==> config.mk <==
export PLATFORM = sky130hd
export DESIGN_NAME = mcp_ctrl
export DESIGN_NICKNAME = d
export VERILOG_FILES = /design/src/mcp_pkg.sv /design/src/mcp_ctrl.sv
export SDC_FILE = /design/constraint.sdc
export NUM_CORES = 1
export LEC_CHECK = 0
export BUFFER_PORTS_ARGS = -buffer_cell sky130_fd_sc_hd__buf_2
export CORE_ASPECT_RATIO = 0.8
export CORE_UTILIZATION = 65
export DETAILED_ROUTE_END_ITERATION = 10
export GPL_TIMING_DRIVEN = 1
export PLACE_DENSITY = 0.94
export SYNTH_ARGS = -nofsm -noshare
export SYNTH_HDL_FRONTEND = slang
export SYNTH_SLANG_ARGS = --single-unit
==> constraint.sdc <==
create_clock -name I_SYS_CLK -period 3.55 [get_ports I_SYS_CLK]
set_input_delay 0.5325 -clock I_SYS_CLK [delete_from_list [all_inputs] [get_ports I_SYS_CLK]]
set_output_delay 0.5325 -clock I_SYS_CLK [all_outputs]
set_load 0.05 [all_outputs]
==> src/mcp_pkg.sv <==
// Purpose: shared constants and state type for the motor serial config port
// Assumes: 29-bit control word, shifted MSB first
// Notes:   bit positions and pole codes match the control word layout
package mcp_pkg;

  // control word geometry
  localparam int unsigned WORD_W = 29;
  localparam int unsigned REF_W  = 18;
  localparam int unsigned CNT_W  = 6;

  // control word bit positions
  localparam int unsigned B_SLEEP_RUN  = 0;
  localparam int unsigned B_STEP_ONLY  = 1;
  localparam int unsigned B_BRAKE      = 2;
  localparam int unsigned B_ILIM_LO    = 3;
  localparam int unsigned B_ILIM_HI    = 4;
  localparam int unsigned B_SPEED_LO   = 5;
  localparam int unsigned B_SPEED_HI   = 18;
  localparam int unsigned B_FEEDBACK   = 19;
  localparam int unsigned B_POLE_A     = 20;
  localparam int unsigned B_POLE_B     = 21;
  localparam int unsigned B_DIAG_A     = 22;
  localparam int unsigned B_DIAG_B     = 23;
  localparam int unsigned B_EXT_REG    = 24;
  localparam int unsigned B_DIRECTION  = 25;
  localparam int unsigned B_WD_LO      = 26;
  localparam int unsigned B_WD_HI      = 27;
  localparam int unsigned B_GAIN       = 28;

  // speed reference: weight of bit 5 is 16, i.e. shift by four
  localparam int unsigned SPEED_SHIFT = 4;

  // commutation toggles per revolution (poles x 3), code {bit20,bit21}
  localparam logic [CNT_W-1:0] TOGGLES_P8  = 6'h18;
  localparam logic [CNT_W-1:0] TOGGLES_P4  = 6'h0C;
  localparam logic [CNT_W-1:0] TOGGLES_P16 = 6'h30;
  localparam logic [CNT_W-1:0] TOGGLES_P12 = 6'h24;

  // diagnostic multiplexer codes, {bit22,bit23}
  localparam logic [1:0] DIAG_REV_SPEED_SIGNAL  = 2'h0;
  localparam logic [1:0] DIAG_THERM = 2'h1;
  localparam logic [1:0] DIAG_SYNC  = 2'h2;
  localparam logic [1:0] DIAG_COMM  = 2'h3;

  // pin index inside the synchroniser vector
  localparam int unsigned PIN_N      = 8;
  localparam int unsigned P_SCLK     = 0;
  localparam int unsigned P_CS_N     = 1;
  localparam int unsigned P_SDI      = 2;
  localparam int unsigned P_UVLO     = 3;
  localparam int unsigned P_THERM    = 4;
  localparam int unsigned P_SECTOR   = 5;
  localparam int unsigned P_BEMF     = 6;
  localparam int unsigned P_SYNC     = 7;

  // whole block state
  typedef struct packed {
    logic [PIN_N-1:0]  sync1;
    logic [PIN_N-1:0]  sync2;
    logic [PIN_N-1:0]  prev;
    logic [WORD_W-1:0] shift;
    logic [WORD_W-1:0] word;
    logic [CNT_W-1:0]  comm_cnt;
    logic              comm_toggle;
    logic              rev_speed_signal_int;
    logic              rev_speed_signal;
    logic [REF_W-1:0]  ref_cnt;
    logic              ref_done;
    logic              init;
    logic              err_fast;
    logic              err_slow;
    logic              diag;
  } mcp_state_t;

  // synchronisers wake at the pins' idle levels (select high), so no
  // false select edge follows the release of reset
  localparam logic [PIN_N-1:0] PIN_IDLE = 8'h02;

  // value after reset: word cleared (sleep), speed loop held in init
  localparam mcp_state_t ST_RST = '{sync1: PIN_IDLE, sync2: PIN_IDLE,
                                    prev: PIN_IDLE, init: 1'b1,
                                    default: '0};

endpackage

==> src/mcp_ctrl.sv <==
// Purpose: serial control port, control word decode and speed compare
// Assumes: serial clock far slower than I_SYS_CLK (8+ samples per period)
// Notes:   all pins but clock and reset are sampled through two flops before use
//          so a pin pulse shorter than one clock may be missed
// Operation
// - while select low, one bit per rising serial clock, bit 28 first
// - select rising ends the frame and loads the word into control
// - short frames leave the unprogrammed upper bits at zero
// - bit 0: zero sleeps, one runs
// - bit 1 set: commutation events ignored, start-up oscillator steps
// - bit 2 set commands dynamic braking
// - bits 3 and 4 pick the current limit, scaled by bit 28
// - bit 28 picks transconductance gain 500 or 250 mA/V
// - bits 5 to 18, active low, weights 16 up, sum to count
// - bit 19 picks internal revolution signal or external sector input
// - bits 20, 21 give pole count 8, 4, 16, 12
// - bits 22, 23 pick rev_speed_signal, thermal, sync or commutation toggle
// - thermal view: low while within limits, high after shutdown
// - bit 24 set disables internal regulation for external control
// - bit 25: clear forward, set reverse
// - bits 26, 27 pick watchdog charge current 10 to 40 uA
// - reset low clears the whole word, so the part sleeps
// - logic undervoltage clears the whole word, so the part sleeps
// - speed loop init holds from start-up until first too-fast error while running
// - speed loop init also holds while external regulation is chosen
// - rev_speed_signal falling before reference expires is too fast, after too slow
// - internal rev_speed_signal toggles every poles x 3 toggles, restarting reference
// - reference counter counts clocks up to the programmed total
`timescale 1ns/100ps
module mcp_ctrl
  import mcp_pkg::*;
#(
  parameter int unsigned P_WORD_W = 29
)
(
  // clock and reset
  input  wire logic       I_SYS_CLK,
  input  wire logic       I_RSTN,
  // serial port pins
  input  wire logic       I_SCLK,
  input  wire logic       I_CS_N,
  input  wire logic       I_SDI,
  // status pins from the analog side
  input  wire logic       I_UVLO,
  input  wire logic       I_THERMAL_SHUTDOWN,
  input  wire logic       I_SECTOR_DATA,
  input  wire logic       I_BEMF_EVENT,
  input  wire logic       I_SYNC,
  // decoded control
  output logic            O_RUN,
  output logic            O_STEP_ONLY,
  output logic            O_BRAKE,
  output logic [1:0]      O_CURRENT_LIMIT,
  output logic            O_GAIN_SELECT,
  output logic            O_FEEDBACK_SOURCE,
  output logic            O_EXTERNAL_REGULATION,
  output logic            O_DIRECTION,
  output logic [1:0]      O_WD_CURRENT,
  // speed loop
  output logic            O_SPEED_LOOP_INIT,
  output logic            O_ERROR_FAST,
  output logic            O_ERROR_SLOW,
  output logic            O_REV_SPEED_SIGNAL,
  output logic            O_COMMUTATION_TOGGLE,
  // diagnostic pin
  output logic            O_DIAG_OUT
);

  // the decode is fixed to the 29-bit layout
  if (P_WORD_W != WORD_W)
  begin : g_width_check
    $error("mcp_ctrl: word width must be 29");
  end

  mcp_state_t st;
  mcp_state_t next_st;

  logic [PIN_N-1:0]  pins;
  logic              sclk_rise;
  logic              cs_low;
  logic              cs_fall;
  logic              cs_rise;
  logic              uv;
  logic              bemf_rise;
  logic              rev_speed_signal_now;
  logic              rev_speed_signal_fall;
  logic              rev_speed_signal_edge;
  logic [REF_W-1:0]  ref_total;
  logic [CNT_W-1:0]  toggles_per_rev;
  logic [1:0]        diag_sel;

  // pin vector feeding the two-flop synchronisers
  assign pins = {I_SYNC, I_BEMF_EVENT, I_SECTOR_DATA, I_THERMAL_SHUTDOWN,
                 I_UVLO, I_SDI, I_CS_N, I_SCLK};

  // edge detection only ever looks at the second stage and its copy
  assign sclk_rise = st.sync2[P_SCLK] & ~st.prev[P_SCLK];
  assign cs_low    = ~st.sync2[P_CS_N];
  assign cs_fall   = ~st.sync2[P_CS_N] & st.prev[P_CS_N];
  assign cs_rise   = st.sync2[P_CS_N] & ~st.prev[P_CS_N];
  assign uv        = st.sync2[P_UVLO];
  assign bemf_rise = st.sync2[P_BEMF] & ~st.prev[P_BEMF];

  // active-low reference: a zero bit adds its weight
  assign ref_total = {~st.word[B_SPEED_HI:B_SPEED_LO], 4'h0};

  // poles x 3 toggles per mechanical revolution
  always_comb
  begin
    case ({st.word[B_POLE_A], st.word[B_POLE_B]})
      2'h0:    toggles_per_rev = TOGGLES_P8;
      2'h1:    toggles_per_rev = TOGGLES_P4;
      2'h2:    toggles_per_rev = TOGGLES_P16;
      2'h3:    toggles_per_rev = TOGGLES_P12;
      default: toggles_per_rev = TOGGLES_P8;
    endcase
  end

  // feedback source choice; a switch while sync is high is host misuse
  assign rev_speed_signal_now  = st.word[B_FEEDBACK] ? st.sync2[P_SECTOR]
                                         : st.rev_speed_signal_int;
  assign rev_speed_signal_edge = rev_speed_signal_now ^ st.rev_speed_signal;
  assign rev_speed_signal_fall = st.rev_speed_signal & ~rev_speed_signal_now;
  assign diag_sel  = {st.word[B_DIAG_A], st.word[B_DIAG_B]};

  // next state of the whole block
  always_comb
  begin
    next_st       = st;
    next_st.sync1 = pins;
    next_st.sync2 = st.sync1;
    next_st.prev  = st.sync2;

    // serial shift: cleared on select fall so short words zero-fill
    if (cs_fall)
      next_st.shift = '0;
    else if (cs_low && sclk_rise)
      next_st.shift = {st.shift[WORD_W-2:0], st.sync2[P_SDI]};

    // undervoltage wins over a frame end landing in the same cycle
    if (uv)
      next_st.word = '0;
    else if (cs_rise)
      next_st.word = st.shift;

    // commutation events are ignored in step mode and in sleep
    if (bemf_rise && !st.word[B_STEP_ONLY] && st.word[B_SLEEP_RUN])
    begin
      next_st.comm_toggle = ~st.comm_toggle;
      if (st.comm_cnt >= toggles_per_rev - 6'h01)
      begin
        next_st.comm_cnt = '0;
        next_st.rev_speed_signal_int = ~st.rev_speed_signal_int;
      end
      else
        next_st.comm_cnt = st.comm_cnt + 6'h01;
    end

    // reference counter restarts on every rev_speed_signal toggle, saturates at total
    next_st.rev_speed_signal = rev_speed_signal_now;
    if (rev_speed_signal_edge)
    begin
      next_st.ref_cnt  = '0;
      next_st.ref_done = 1'b0;
    end
    else if (!st.ref_done)
    begin
      next_st.ref_cnt = st.ref_cnt + 18'h00001;
      if (st.ref_cnt + 18'h00001 >= ref_total)
        next_st.ref_done = 1'b1;
    end

    // speed error on rev_speed_signal fall, judged against the reference
    next_st.err_fast = rev_speed_signal_fall & ~st.ref_done;
    next_st.err_slow = rev_speed_signal_fall & st.ref_done;

    // init holds through sleep and external control, drops on too-fast
    if (!st.word[B_SLEEP_RUN] || st.word[B_EXT_REG])
      next_st.init = 1'b1;
    else if (rev_speed_signal_fall && !st.ref_done)
      next_st.init = 1'b0;

    // diagnostic multiplexer
    case (diag_sel)
      DIAG_REV_SPEED_SIGNAL:  next_st.diag = rev_speed_signal_now;
      DIAG_THERM: next_st.diag = st.sync2[P_THERM];
      DIAG_SYNC:  next_st.diag = st.sync2[P_SYNC];
      DIAG_COMM:  next_st.diag = st.comm_toggle;
      default:    next_st.diag = 1'b0;
    endcase
  end

  // state register; reset clears the control word, hence sleep
  always_ff @(posedge I_SYS_CLK or negedge I_RSTN)
  begin
    if (!I_RSTN)
      st <= ST_RST;
    else
      st <= next_st;
  end

  // outputs straight from the control word and state flops
  assign O_RUN                 = st.word[B_SLEEP_RUN];
  assign O_STEP_ONLY           = st.word[B_STEP_ONLY];
  assign O_BRAKE               = st.word[B_BRAKE];
  assign O_CURRENT_LIMIT       = {st.word[B_ILIM_LO], st.word[B_ILIM_HI]};
  assign O_GAIN_SELECT         = st.word[B_GAIN];
  assign O_FEEDBACK_SOURCE     = st.word[B_FEEDBACK];
  assign O_EXTERNAL_REGULATION = st.word[B_EXT_REG];
  assign O_DIRECTION           = st.word[B_DIRECTION];
  assign O_WD_CURRENT          = {st.word[B_WD_LO], st.word[B_WD_HI]};
  assign O_SPEED_LOOP_INIT     = st.init;
  assign O_ERROR_FAST          = st.err_fast;
  assign O_ERROR_SLOW          = st.err_slow;
  assign O_REV_SPEED_SIGNAL    = st.rev_speed_signal;
  assign O_COMMUTATION_TOGGLE  = st.comm_toggle;
  assign O_DIAG_OUT            = st.diag;
endmodule

Yosys cells after proc, flatten, opt, wreduce, memory -nomap -nowiden. Cells that the tools add are included. W data, S select, Z words.

Flip-flop bits (word level): 113. Bits in latches: 0. Bits in writable memories: 0. Bits in read-only memories: 0. Word-level logic and storage cells: 71. Memories: 0.

Add/sub/neg operators: 3. Multiply operators: 0. Div/mod/pow operators: 0. Order comparisons: 2. Eq/ne operators: 7. Shift operators: 0. Multiplexer cells: 13. Bitwise operators: 17. Reduce and logical (&&, ||, !) cells: 14.

Operators with widths (count): $mux W29 (4); $mux W19 (2); $pmux W6 S4 (1); $add A18 B1 Y18 const B (1); $ge A18 B18 Y1 (1); $not A14 Y14 (1); $eq A2 B2 Y1 const B (4); $not A1 Y1 (8); $and A1 B1 Y1 (7); $add A6 B1 Y6 const B (1); $ge A6 B6 Y1 (1); $mux W6 (1); $reduce_bool A2 Y1 (3); $sub A6 B1 Y6 const B (1); $eq A2 B1 Y1 const B (2); $logic_and A1 B1 Y1 (4); $logic_not A2 Y1 (2); $mux W1 (4); $pmux W1 S4 (1); $logic_not A1 Y1 (3); $ne A2 B1 Y1 const B (1); $reduce_and A2 Y1 (1); $logic_or A1 B1 Y1 (1); $xor A1 B1 Y1 (1).

Logic depth before layout (Yosys ltp). Gate-level depths: netlist (run 1).

Depth in word-level cells: 6. Depth in mapped cells: 11. Depth with buffers taken out: 10.

Least setup slack after synthesis (run 1). No wires, ideal clock.

Path type: register -> register. Start: reg st[5] in the netlist's numbering. End: reg st[4] in the netlist's numbering. Library setup time: 139 ps. Arrival: 2156 ps. Slack: 1256 ps. Cell stages (with the launch flop): 11. Buffers on the path: 0. Path through: dfrtp_1 ha_1 nand4_1 or3_4 nor2_1 xor2_1 ha_1 nand3_1 a21oi_1 o41ai_1 nand3_1.

RTL lines: from (decl) (line mcp_ctrl.sv:75) `mcp_state_t st;`; from (signal assigned) (line mcp_ctrl.sv:199) `st <= next_st;`.

==> results.json, run 1 <==
{
  "die_x_microns": 98.4,
  "ctsResizeCount": 0,
  "die_area_sq_um": 7790,
  "post-route-period-util": 0.741,
  "yosysTopAreaCellShare": 0.544,
  "leakage_nw": 2.53,
  "min_path_type": "in -> async",
  "powerDensity_nw_per_um2": 394,
  "nets": 473,
  "final.setup.tns_ns": 0,
  "syn_to_final_growth_pct": 7.51,
  "crit_type": "reg -> reg",
  "ys_async_sr_fraction": 1.00,
  "port_buffers": 26,
  "status": "finished, final reports clean",
  "drive_gt1_frac": 0.147,
  "slew_viol_final": 0,
  "combPwrFrac": 0.042,
  "insertion_delay_ns": 0.38,
  "cts_tree": "built",
  "ir_drop_mv": 0.237,
  "grt_overflow": 0,
  "yosysTopAreaCell": "dfrtp_1",
  "worst_ep_arrival_time_ns": 2.89,
  "critPathCaptureType": "register",
  "ios": 27,
  "ant_nets": 0,
  "p_sw_frac": 0.248,
  "num_vias": 3424,
  "required_ns": 3.81,
  "drtPass1Iterations": 5,
  "antenna_found_initial": 0,
  "rrSetupSlack_ns": 0.92,
  "synth_seq_cells": 109,
  "post_drt_via_cell_ratio": 6.47,
  "synth.avg_cell_area_sq_um": 11.6,
  "worstMarginPinSlew_ns": 1.03,
  "seq_area_frac_synth": 0.565,
  "hold_violations": 0,
  "num_rows": 27,
  "core_area_sq_um": 7030,
  "grt_first_pass_wirelength_microns": 16500,
  "cts_max_level": 3,
  "netlist_area_sq_um": 4830,
  "dieHeight_microns": 79.1,
  "slew_headroom": 0.308,
  "utilization": 0.739,
  "synth_edf_count": 0,
  "grt_max_degree": 65,
  "cap_violations": 0,
  "wirelength_microns": 9840,
  "cts_buffers": 9,
  "syn_nets": 453,
  "clkTransAtPathRegs_ns": 0.10,
  "wl_per_cell_microns": 18.6,
  "power.share.sequential": 0.623,
  "min_period_ns": 2.63,
  "synth_ff_type": "dfrtp_1",
  "syn_inst": 418,
  "clockRootBuffer": "clkbuf_8",
  "rsz0062_at_grt": "false",
  "initial_core_util": 0.688,
  "timing.fmax_mhz": 380,
  "ys_warn_count": 0,
  "p_sw_w": 0.000507,
  "fin_skew_ns": 0.0161,
  "cts.sinks": 109,
  "track_usage": 0.280,
  "cp-start-kind": "register",
  "dp.final_hpwl_microns": 6560,
  "ys_top_cells_by_area": "dfrtp_1, a22o_1, ha_1",
  "pwr-share-clk": 0.336,
  "ctsHoldBuffers": 0,
  "diodes": 0,
  "grt_pass1_vias": 3361,
  "cts_setup_buffers": 0,
  "clockBufferDepth": 2,
  "cp_max_fo": 5,
  "drc": 0,
  "fill_cells": 426,
  "internal_power_w": 0.00154,
  "place.gp.congestion": 0.837,
  "drtIter0Drc": 181,
  "setup_violations": 0,
  "post_synth_num_cell_types": 45
}
## state kept, by name, indices dropped and copies added, names as in the netlist, 2 cells and up
signal           flops
next_st             16
O_WD_CURRENT         2
st                  74
O_CURRENT_LIMIT      2
diag_sel             2
## layer usage
metal  track usage  up-vias  part of all wire
met3        0.0651       36             0.064
met5             0        -                 0
li1              -     1507                 -
met1         0.361     1723              0.41
met4         0.124        0             0.031
met2         0.459      158              0.49
## placed cells by master (no fill, tap or decap), types with 3 or more instances in the layout
cell type | netlist | routed
nor2_1 | 14 | 14
a22o_1 | 44 | 44
nor2b_1 | 3 | 3
inv_1 | 11 | 11
nand3_1 | 18 | 18
a21oi_1 | 21 | 20
buf_4 | 4 | 7
and2_1 | 16 | 16
a21o_1 | 5 | 5
xnor2_1 | 20 | 20
nand4_1 | 7 | 7
a21boi_0 | 3 | 3
clkbuf_8 | 0 | 9
dfstp_2 | 4 | 4
nor3_1 | 5 | 5
xor2_1 | 12 | 12
nand2_1 | 41 | 41
ha_1 | 25 | 25
dfrtp_1 | 105 | 105
o21ai_0 | 9 | 9
and3_1 | 4 | 4
buf_2 | 3 | 25
## power groups by stage
stage / Sequential (W) / Combinational (W) / Clock, W
floorplan: 0.00131 / 0.0000299 / 0
global placement: 0.00130 / 0.0000825 / 0
detailed placement: 0.00130 / 0.0000864 / 0
CTS: 0.00127 / 0.0000872 / 0.000703
global route: 0.00128 / 0.0000946 / 0.000747
finish: 0.00127 / 0.0000852 / 0.000686
## layout make-up
class / count / area [sq um] / share of cell area
multi-input combinational: 275 / 1960 / 0.378
clock buffer: 9 / 124 / 0.0238
inverter: 11 / 41.3 / 0.00795
sequential: 109 / 2730 / 0.526
timing repair buffer: 32 / 178 / 0.0342
clock inverter: 6 / 48.8 / 0.00939
tap: 87 / 109 / 0.0209
## path summary, 6_finish.rpt
check	startpoint	endpoint	depth (start not counted)
setup / recovery	st[6]$_DFFE_PN0P_	st[4]$_DFF_PN0_	10
hold / removal	I_RSTN	st[87]$_DFFE_PN0P_	1
setup reg to reg	st[6]$_DFFE_PN0P_	st[4]$_DFF_PN0_	10
hold reg to reg	next_st[102]$_DFF_PN0_	next_st[94]$_DFF_PN0_	0
max in group asynchronous	I_RSTN	st[10]$_DFFE_PN0P_	2
min in group I_SYS_CLK	I_SECTOR_DATA	next_st[103]$_DFF_PN0_	1
## cell families (layout without fill, tap and decap cells)
| group | Yosys count | in the layout | synth area share |
|---|---|---|---|
| AOI/OAI and AO/OA | 90 | 90 | 0.137 |
| xor gates and xnor gates | 32 | 32 | 0.0580 |
| adders and majority gates | 25 | 25 | 0.0647 |
| buffers and inverters | 34 | 58 | 0.0303 |
| DFF | 109 | 109 | 0.565 |
| muxes | 3 | 3 | 0.00906 |
| and+or+nand+nor | 125 | 125 | 0.135 |
## Yosys cell counts (11+ instances only)
library cell,number
nor2_1,14
a21oi_1,21
and2_1,16
xnor2_1,20
clkbuf_1,16
inv_1,11
nand3_1,18
a22o_1,44
ha_1,25
xor2_1,12
nand2_1,41
dfrtp_1,105
## critical path, cell delays in order, from the launching register on
cell and delay (ns):
dfrtp_1 0.43, ha_1 0.30, nand4_1 0.25, or3_4 0.43
nor2_1 0.15, xor2_1 0.17, ha_1 0.27, nand3_1 0.09
a21oi_1 0.06, o41ai_1 0.29, nand3_1 0.10
## through the flow
step / hold slack, ns / setup WS [ns] / area, sq um / power [W] / instances
after detailed placement: 0.341 / 1.01 / 5020 / 0.00138 / 514
after floorplan: 0.237 / 1.26 / 4830 / 0.00134 / 418
after global routing: 0.228 / 0.709 / 5200 / 0.00212 / 529
after global placement: 0.332 / 1.13 / 5020 / 0.00138 / 514
after CTS: 0.237 / 0.952 / 5200 / 0.00206 / 529
final: 0.215 / 0.920 / 5200 / 0.00204 / 529
No activity file was read; power rests on OpenSTA's default activity.
==> run 2, diff against run 1 <==
--- a/config.mk
+++ b/config.mk
@@ -7,10 +7,10 @@
 export LEC_CHECK = 0
 export BUFFER_PORTS_ARGS = -buffer_cell sky130_fd_sc_hd__buf_2
 export CORE_ASPECT_RATIO = 0.8
-export CORE_UTILIZATION = 65
+export CORE_UTILIZATION = 60
 export DETAILED_ROUTE_END_ITERATION = 10
 export GPL_TIMING_DRIVEN = 1
-export PLACE_DENSITY = 0.94
+export PLACE_DENSITY = 0.89
 export SYNTH_ARGS = -nofsm -noshare
 export SYNTH_HDL_FRONTEND = slang
 export SYNTH_SLANG_ARGS = --single-unit
==> constraint.sdc (replaced) <==
create_clock -name I_SYS_CLK -period 2.5 [get_ports I_SYS_CLK]
set_input_delay 0.375 -clock I_SYS_CLK [delete_from_list [all_inputs] [get_ports I_SYS_CLK]]
set_output_delay 0.375 -clock I_SYS_CLK [all_outputs]
set_load 0.05 [all_outputs]
==> results.json, run 2 (same netlist as run 1, synthesis figures left out) <==
{
  "grt_max_degree": 49,
  "p_sw_frac": 0.255,
  "post-route-period-util": 1.00,
  "hold_violations": 0,
  "r2r_cells": 10,
  "cap_violations": 0,
  "combPwrFrac": 0.043,
  "reg2reg_to": "st[4]$_DFF_PN0_",
  "cts_max_level": 3,
  "dieHeight_microns": 82.3,
  "crit_top_cell": "buf_4",
  "initial_core_util": 0.636,
  "top_register": "st",
  "cts.sinks": 109,
  "timing.fmax_mhz": 400,
  "seq_area_sq_um": 2740,
  "dp.final_hpwl_microns": 6780,
  "p_total_w": 0.00295,
  "place.gp.congestion": 0.849,
  "worst_slack_ns": -0.00140,
  "violations": "negative setup slack",
  "crit_type": "reg -> reg",
  "fin_hold_ws_ns": 0.0855,
  "cp_cell_sequence": "buf_4, nand2_1, nor4_2, buf_4, xor2_1, ha_1, a21oi_2, a21oi_1, o41ai_2, nand3_1",
  "ant_nets": 0,
  "clkTransAtPathRegs_ns": 0.11,
  "worstHoldEndpoint": "next_st[103]$_DFF_PN0_",
  "track_usage": 0.272,
  "final_cell_mix": "dfrtp_1, a22o_1, nand2_1, buf_2, ha_1",
  "required_ns": 2.75,
  "nets": 485,
  "slew_headroom": 0.377,
  "drc": 0,
  "internal_power_w": 0.00220,
  "path_depth": 10,
  "cp-start-kind": "register",
  "post_drt_via_cell_ratio": 5.96,
  "grt_first_pass_wirelength_microns": 16800,
  "worst_setup_path_startpoint": "st[5]$_DFFE_PN0P_",
  "min_period_ns": 2.50,
  "status": "complete, but fails checks",
  "pwr-share-clk": 0.344,
  "power.share.sequential": 0.612,
  "multi_input_area_sq_um": 2020,
  "cp_max_fo": 3,
  "clockBufferDepth": 2,
  "rrSetupSlack_ns": -0.001,
  "fin_skew_ns": 0.0160,
  "core_area_sq_um": 7600,
  "worstMarginPinSlew_ns": 0.931,
  "syn_to_final_growth_pct": 11.3,
  "setup_violations": 1,
  "grt_pass1_vias": 3375,
  "insertion_delay_ns": 0.39,
  "drtPass1Iterations": 4,
  "critPathMaxStageDelay_ns": 0.41,
  "critical-path-top-delay-family": "compound AO/OA/AOI/OAI gates",
  "ir_drop_mv": 0.395,
  "r2r_start": "st[5]$_DFFE_PN0P_",
  "drtIter0Drc": 260,
  "num_vias": 3340,
  "rsz0062_at_grt": "true",
  "ios": 27,
  "slowest_stage": "dfrtp_1",
  "grt_overflow": 0,
  "p_sw_w": 0.000752,
  "wirelength_microns": 10300,
  "port_buffers": 26,
  "wl_per_cell_microns": 18.4,
  "final_common_cell": "dfrtp_1",
  "clockRootBuffer": "clkbuf_8",
  "antenna_found_initial": 0,
  "worst_ep_arrival_time_ns": 2.76,
  "crit_buf_inv": 2,
  "critPathCaptureType": "register",
  "holdPathStages": 1,
  "diodes": 0,
  "drive_gt1_frac": 0.187,
  "cts_tree": "built",
  "fill_cells": 509,
  "powerDensity_nw_per_um2": 549,
  "leakage_nw": 2.60,
  "die_area_sq_um": 8420,
  "die_x_microns": 102,
  "cts_buffers": 9,
  "largest_reg_flops": 74,
  "slew_viol_final": 0,
  "min_from": "I_SECTOR_DATA",
  "min_path_type": "in -> reg",
  "num_rows": 28
}
-- run 2: changes by cell type in the layout (fill, tap and decap cells not counted), sizes merged --
cell         change
clkinv           -2
buf             +11
inv              +2
dlygate4sd3      +1
clkbuf           +1
-- run 2: timing repair --
action | in CTS | in global routing
setup buffers | 1 | 0
endpoints found under the setup margin | 1 | 1
pin swaps | 0 | 1
hold buffers | 1 | 0
gates resized for setup | 3 | 9
hold endpoints to repair | 34 | 0
-- run 2: worst max path at each step --
stage	slack, ns	endpoint
after detailed placement	-0.10	st[4]$_DFF_PN0_
final	-0.001	st[4]$_DFF_PN0_
after global placement	0.17	st[4]$_DFF_PN0_
after floorplan	0.21	st[4]$_DFF_PN0_
after CTS	0.03	st[4]$_DFF_PN0_
after global routing	-0.08	st[4]$_DFF_PN0_
-- run 2: area by class of cell --
class,count,area share
clock inverters,6,0.00977
inverters,11,0.00768
clock buffers,10,0.0237
flip-flops and latches,109,0.509
well taps,105,0.0244
repair buffers,44,0.0503
multi-input cells,275,0.376
-- run 2: per-stage QoR --
stage | cells | worst slack, ns | util | instance area (sq um) | TNS (ns)
2_1_floorplan | 418 | 0.206 | - | 4830 | 0
3_5_place_dp | 542 | -0.105 | 0.674 | 5120 | -0.105
6_report | 560 | -0.00140 | 0.707 | 5380 | -0.00140
3_3_place_gp | 542 | 0.168 | 0.674 | 5120 | 0
4_1_cts | 560 | 0.0268 | 0.702 | 5330 | 0
5_1_grt | 560 | -0.0807 | 0.707 | 5380 | -0.0807
-- run 2: power by group through the flow --
stage          logic (W)  registers (W)  clock network (W)
3_5_place_dp    0.000126        0.00184                  0
2_1_floorplan  0.0000424        0.00185                  0
4_1_cts         0.000129        0.00181            0.00103
3_3_place_gp    0.000120        0.00184                  0
5_1_grt         0.000141        0.00181            0.00110
6_report        0.000128        0.00181            0.00102
-- run 2: per-layer routing --
| layer | routed length, microns | track usage |
|---|---|---|
| met4 | 306 | 0.123 |
| met5 | 0 | 0 |
| met2 | 5100 | 0.444 |
| met3 | 578 | 0.0707 |
| met1 | 4300 | 0.346 |
==> run 3, diff against run 2 <==
--- a/config.mk
+++ b/config.mk
@@ -11,6 +11,7 @@
 export DETAILED_ROUTE_END_ITERATION = 10
 export GPL_TIMING_DRIVEN = 1
 export PLACE_DENSITY = 0.89
+export SKIP_LAST_GASP = 1
 export SYNTH_ARGS = -nofsm -noshare
 export SYNTH_HDL_FRONTEND = slang
 export SYNTH_SLANG_ARGS = --single-unit
==> results.json, run 3 (same netlist as run 1, synthesis figures left out) <==
{
  "design_area_sq_um": 5360,
  "largest_reg_flops": 74,
  "place_area_sq_um": 5120,
  "internal_power_w": 0.00220,
  "drc": 0,
  "drive_gt1_frac": 0.182,
  "top_register": "st",
  "wirelength_microns": 10300,
  "powerDensity_nw_per_um2": 551,
  "combPwrFrac": 0.043,
  "place_inst": 542,
  "slowest_stage": "dfrtp_1",
  "seq_area_sq_um": 2740,
  "timing.fmax_mhz": 400,
  "clockRootBuffer": "clkbuf_8",
  "cp-start-kind": "register",
  "cts_max_level": 3,
  "core_area_sq_um": 7600,
  "clockBufferDepth": 2,
  "fill_cells": 508,
  "wl_per_cell_microns": 18.4,
  "initial_core_util": 0.636,
  "p_total_w": 0.00295,
  "crit_type": "reg -> reg",
  "port_buffers": 26,
  "rrSetupSlack_ns": -0.001,
  "worst_slack_ns": -0.000987,
  "drtPass1Iterations": 5,
  "syn_to_final_growth_pct": 11.0,
  "diodes": 0,
  "rsz0062_at_grt": "true",
  "min_path_type": "in -> reg",
  "num_rows": 28,
  "ant_nets": 0,
  "cts.sinks": 109,
  "cts_tree": "built",
  "pre_cts_slack_ns": -0.105,
  "power.share.sequential": 0.612,
  "insertion_delay_ns": 0.39,
  "die_x_microns": 102,
  "status": "complete, but fails checks",
  "final_cell_mix": "dfrtp_1, a22o_1, nand2_1, buf_2, ha_1",
  "post-route-period-util": 1.00,
  "critPathCaptureType": "register",
  "cap_violations": 0,
  "die_area_sq_um": 8420,
  "place.gp.congestion": 0.849,
  "grt_overflow": 0,
  "multi_input_area_sq_um": 2010,
  "fin_skew_ns": 0.0167,
  "post_drt_via_cell_ratio": 6.05,
  "ir_drop_mv": 0.394,
  "drtIter0Drc": 263,
  "setup_violations": 1,
  "critPathMaxStageDelay_ns": 0.41,
  "cp_cell_sequence": "buf_4, nand2_1, nor4_2, buf_4, xor2_1, ha_1, a21oi_1, a21oi_1, o41ai_2, nand3_1",
  "min_period_ns": 2.50,
  "p_sw_w": 0.000752,
  "hold_violations": 0,
  "grt_max_degree": 49,
  "worst_ep_arrival_time_ns": 2.76,
  "num_vias": 3389,
  "leakage_nw": 2.60,
  "slew_headroom": 0.384,
  "final_cells": 560,
  "grt_first_pass_wirelength_microns": 16800,
  "ios": 27,
  "grt_pass1_vias": 3375,
  "violations": "negative setup slack",
  "nets": 485,
  "final_common_cell": "dfrtp_1",
  "p_sw_frac": 0.255,
  "cts_buffers": 9,
  "required_ns": 2.75,
  "antenna_found_initial": 0,
  "track_usage": 0.272,
  "clkTransAtPathRegs_ns": 0.11,
  "dieHeight_microns": 82.3,
  "slew_viol_final": 0,
  "pwr-share-clk": 0.345,
  "dp.final_hpwl_microns": 6780,
  "worstMarginPinSlew_ns": 0.920,
  "cp_max_fo": 3
}
## run 3: cell counts in the layout (fill, tap and decap cells not counted)
No cell type changed its count.
## run 3: final timing paths
check	to	start	depth (start not counted)
max	st[4]$_DFF_PN0_	st[5]$_DFFE_PN0P_	10
min	next_st[103]$_DFF_PN0_	I_SECTOR_DATA	1
max reg2reg	st[4]$_DFF_PN0_	st[5]$_DFFE_PN0P_	10
min reg2reg	next_st[93]$_DFF_PN0_	next_st[101]$_DFF_PN0_	0
max in group asynchronous	st[48]$_DFFE_PN0P_	I_RSTN	3
min in group asynchronous	st[88]$_DFFE_PN0P_	I_RSTN	2
## run 3: layout make-up
| type | instances | area share |
|---|---|---|
| clock buffer | 10 | 0.0238 |
| clock inverter | 6 | 0.00980 |
| inverter | 11 | 0.00770 |
| multi-input combinational | 275 | 0.374 |
| sequential | 109 | 0.510 |
| tap | 105 | 0.0245 |
| timing repair buffer | 44 | 0.0504 |
## run 3: per-stage QoR
| step | hold slack [ns] | utilization | setup TNS (ns) |
|---|---|---|---|
| floorplan | 0.0794 | - | 0 |
| global placement | 0.334 | 0.674 | 0 |
| detailed placement | 0.336 | 0.674 | -0.105 |
| CTS | 0.0733 | 0.702 | 0 |
| global route | 0.0605 | 0.706 | -0.0778 |
| finish | 0.0835 | 0.706 | -0.000987 |
## run 3: timing repair
item,4_1_cts,5_1_grt
endpoints found under the hold margin,34,0
gates resized for setup,3,6
endpoints found under the setup margin,1,1
setup buffers,1,0
pin swaps,0,1
gates cloned,0,0
hold buffers,1,0
## run 3: critical path: cells and delay by family, from the launching register on
family | cells | cell delay (ns)
XOR/XNOR | 1 | 0.18
adder cells (fa/ha/maj) | 1 | 0.31
AND/OR/NAND/NOR | 3 | 0.55
AO/OA/AOI/OAI | 3 | 0.61
flip-flops | 1 | 0.41
buffers and inverters | 2 | 0.33
## run 3: power by group through the flow
stage | Combinational, W | Sequential, W | Clock, W
global placement | 0.000120 | 0.00184 | 0
detailed placement | 0.000126 | 0.00184 | 0
global route | 0.000141 | 0.00181 | 0.00110
CTS | 0.000129 | 0.00181 | 0.00103
finish | 0.000127 | 0.00181 | 0.00102
floorplan | 0.0000424 | 0.00185 | 0
## run 3: routing by layer
layer  wire length, microns  GRT usage
met4                    353      0.123
met3                    534     0.0707
met1                   4320      0.346
met2                   5100      0.444
met5                      0          0
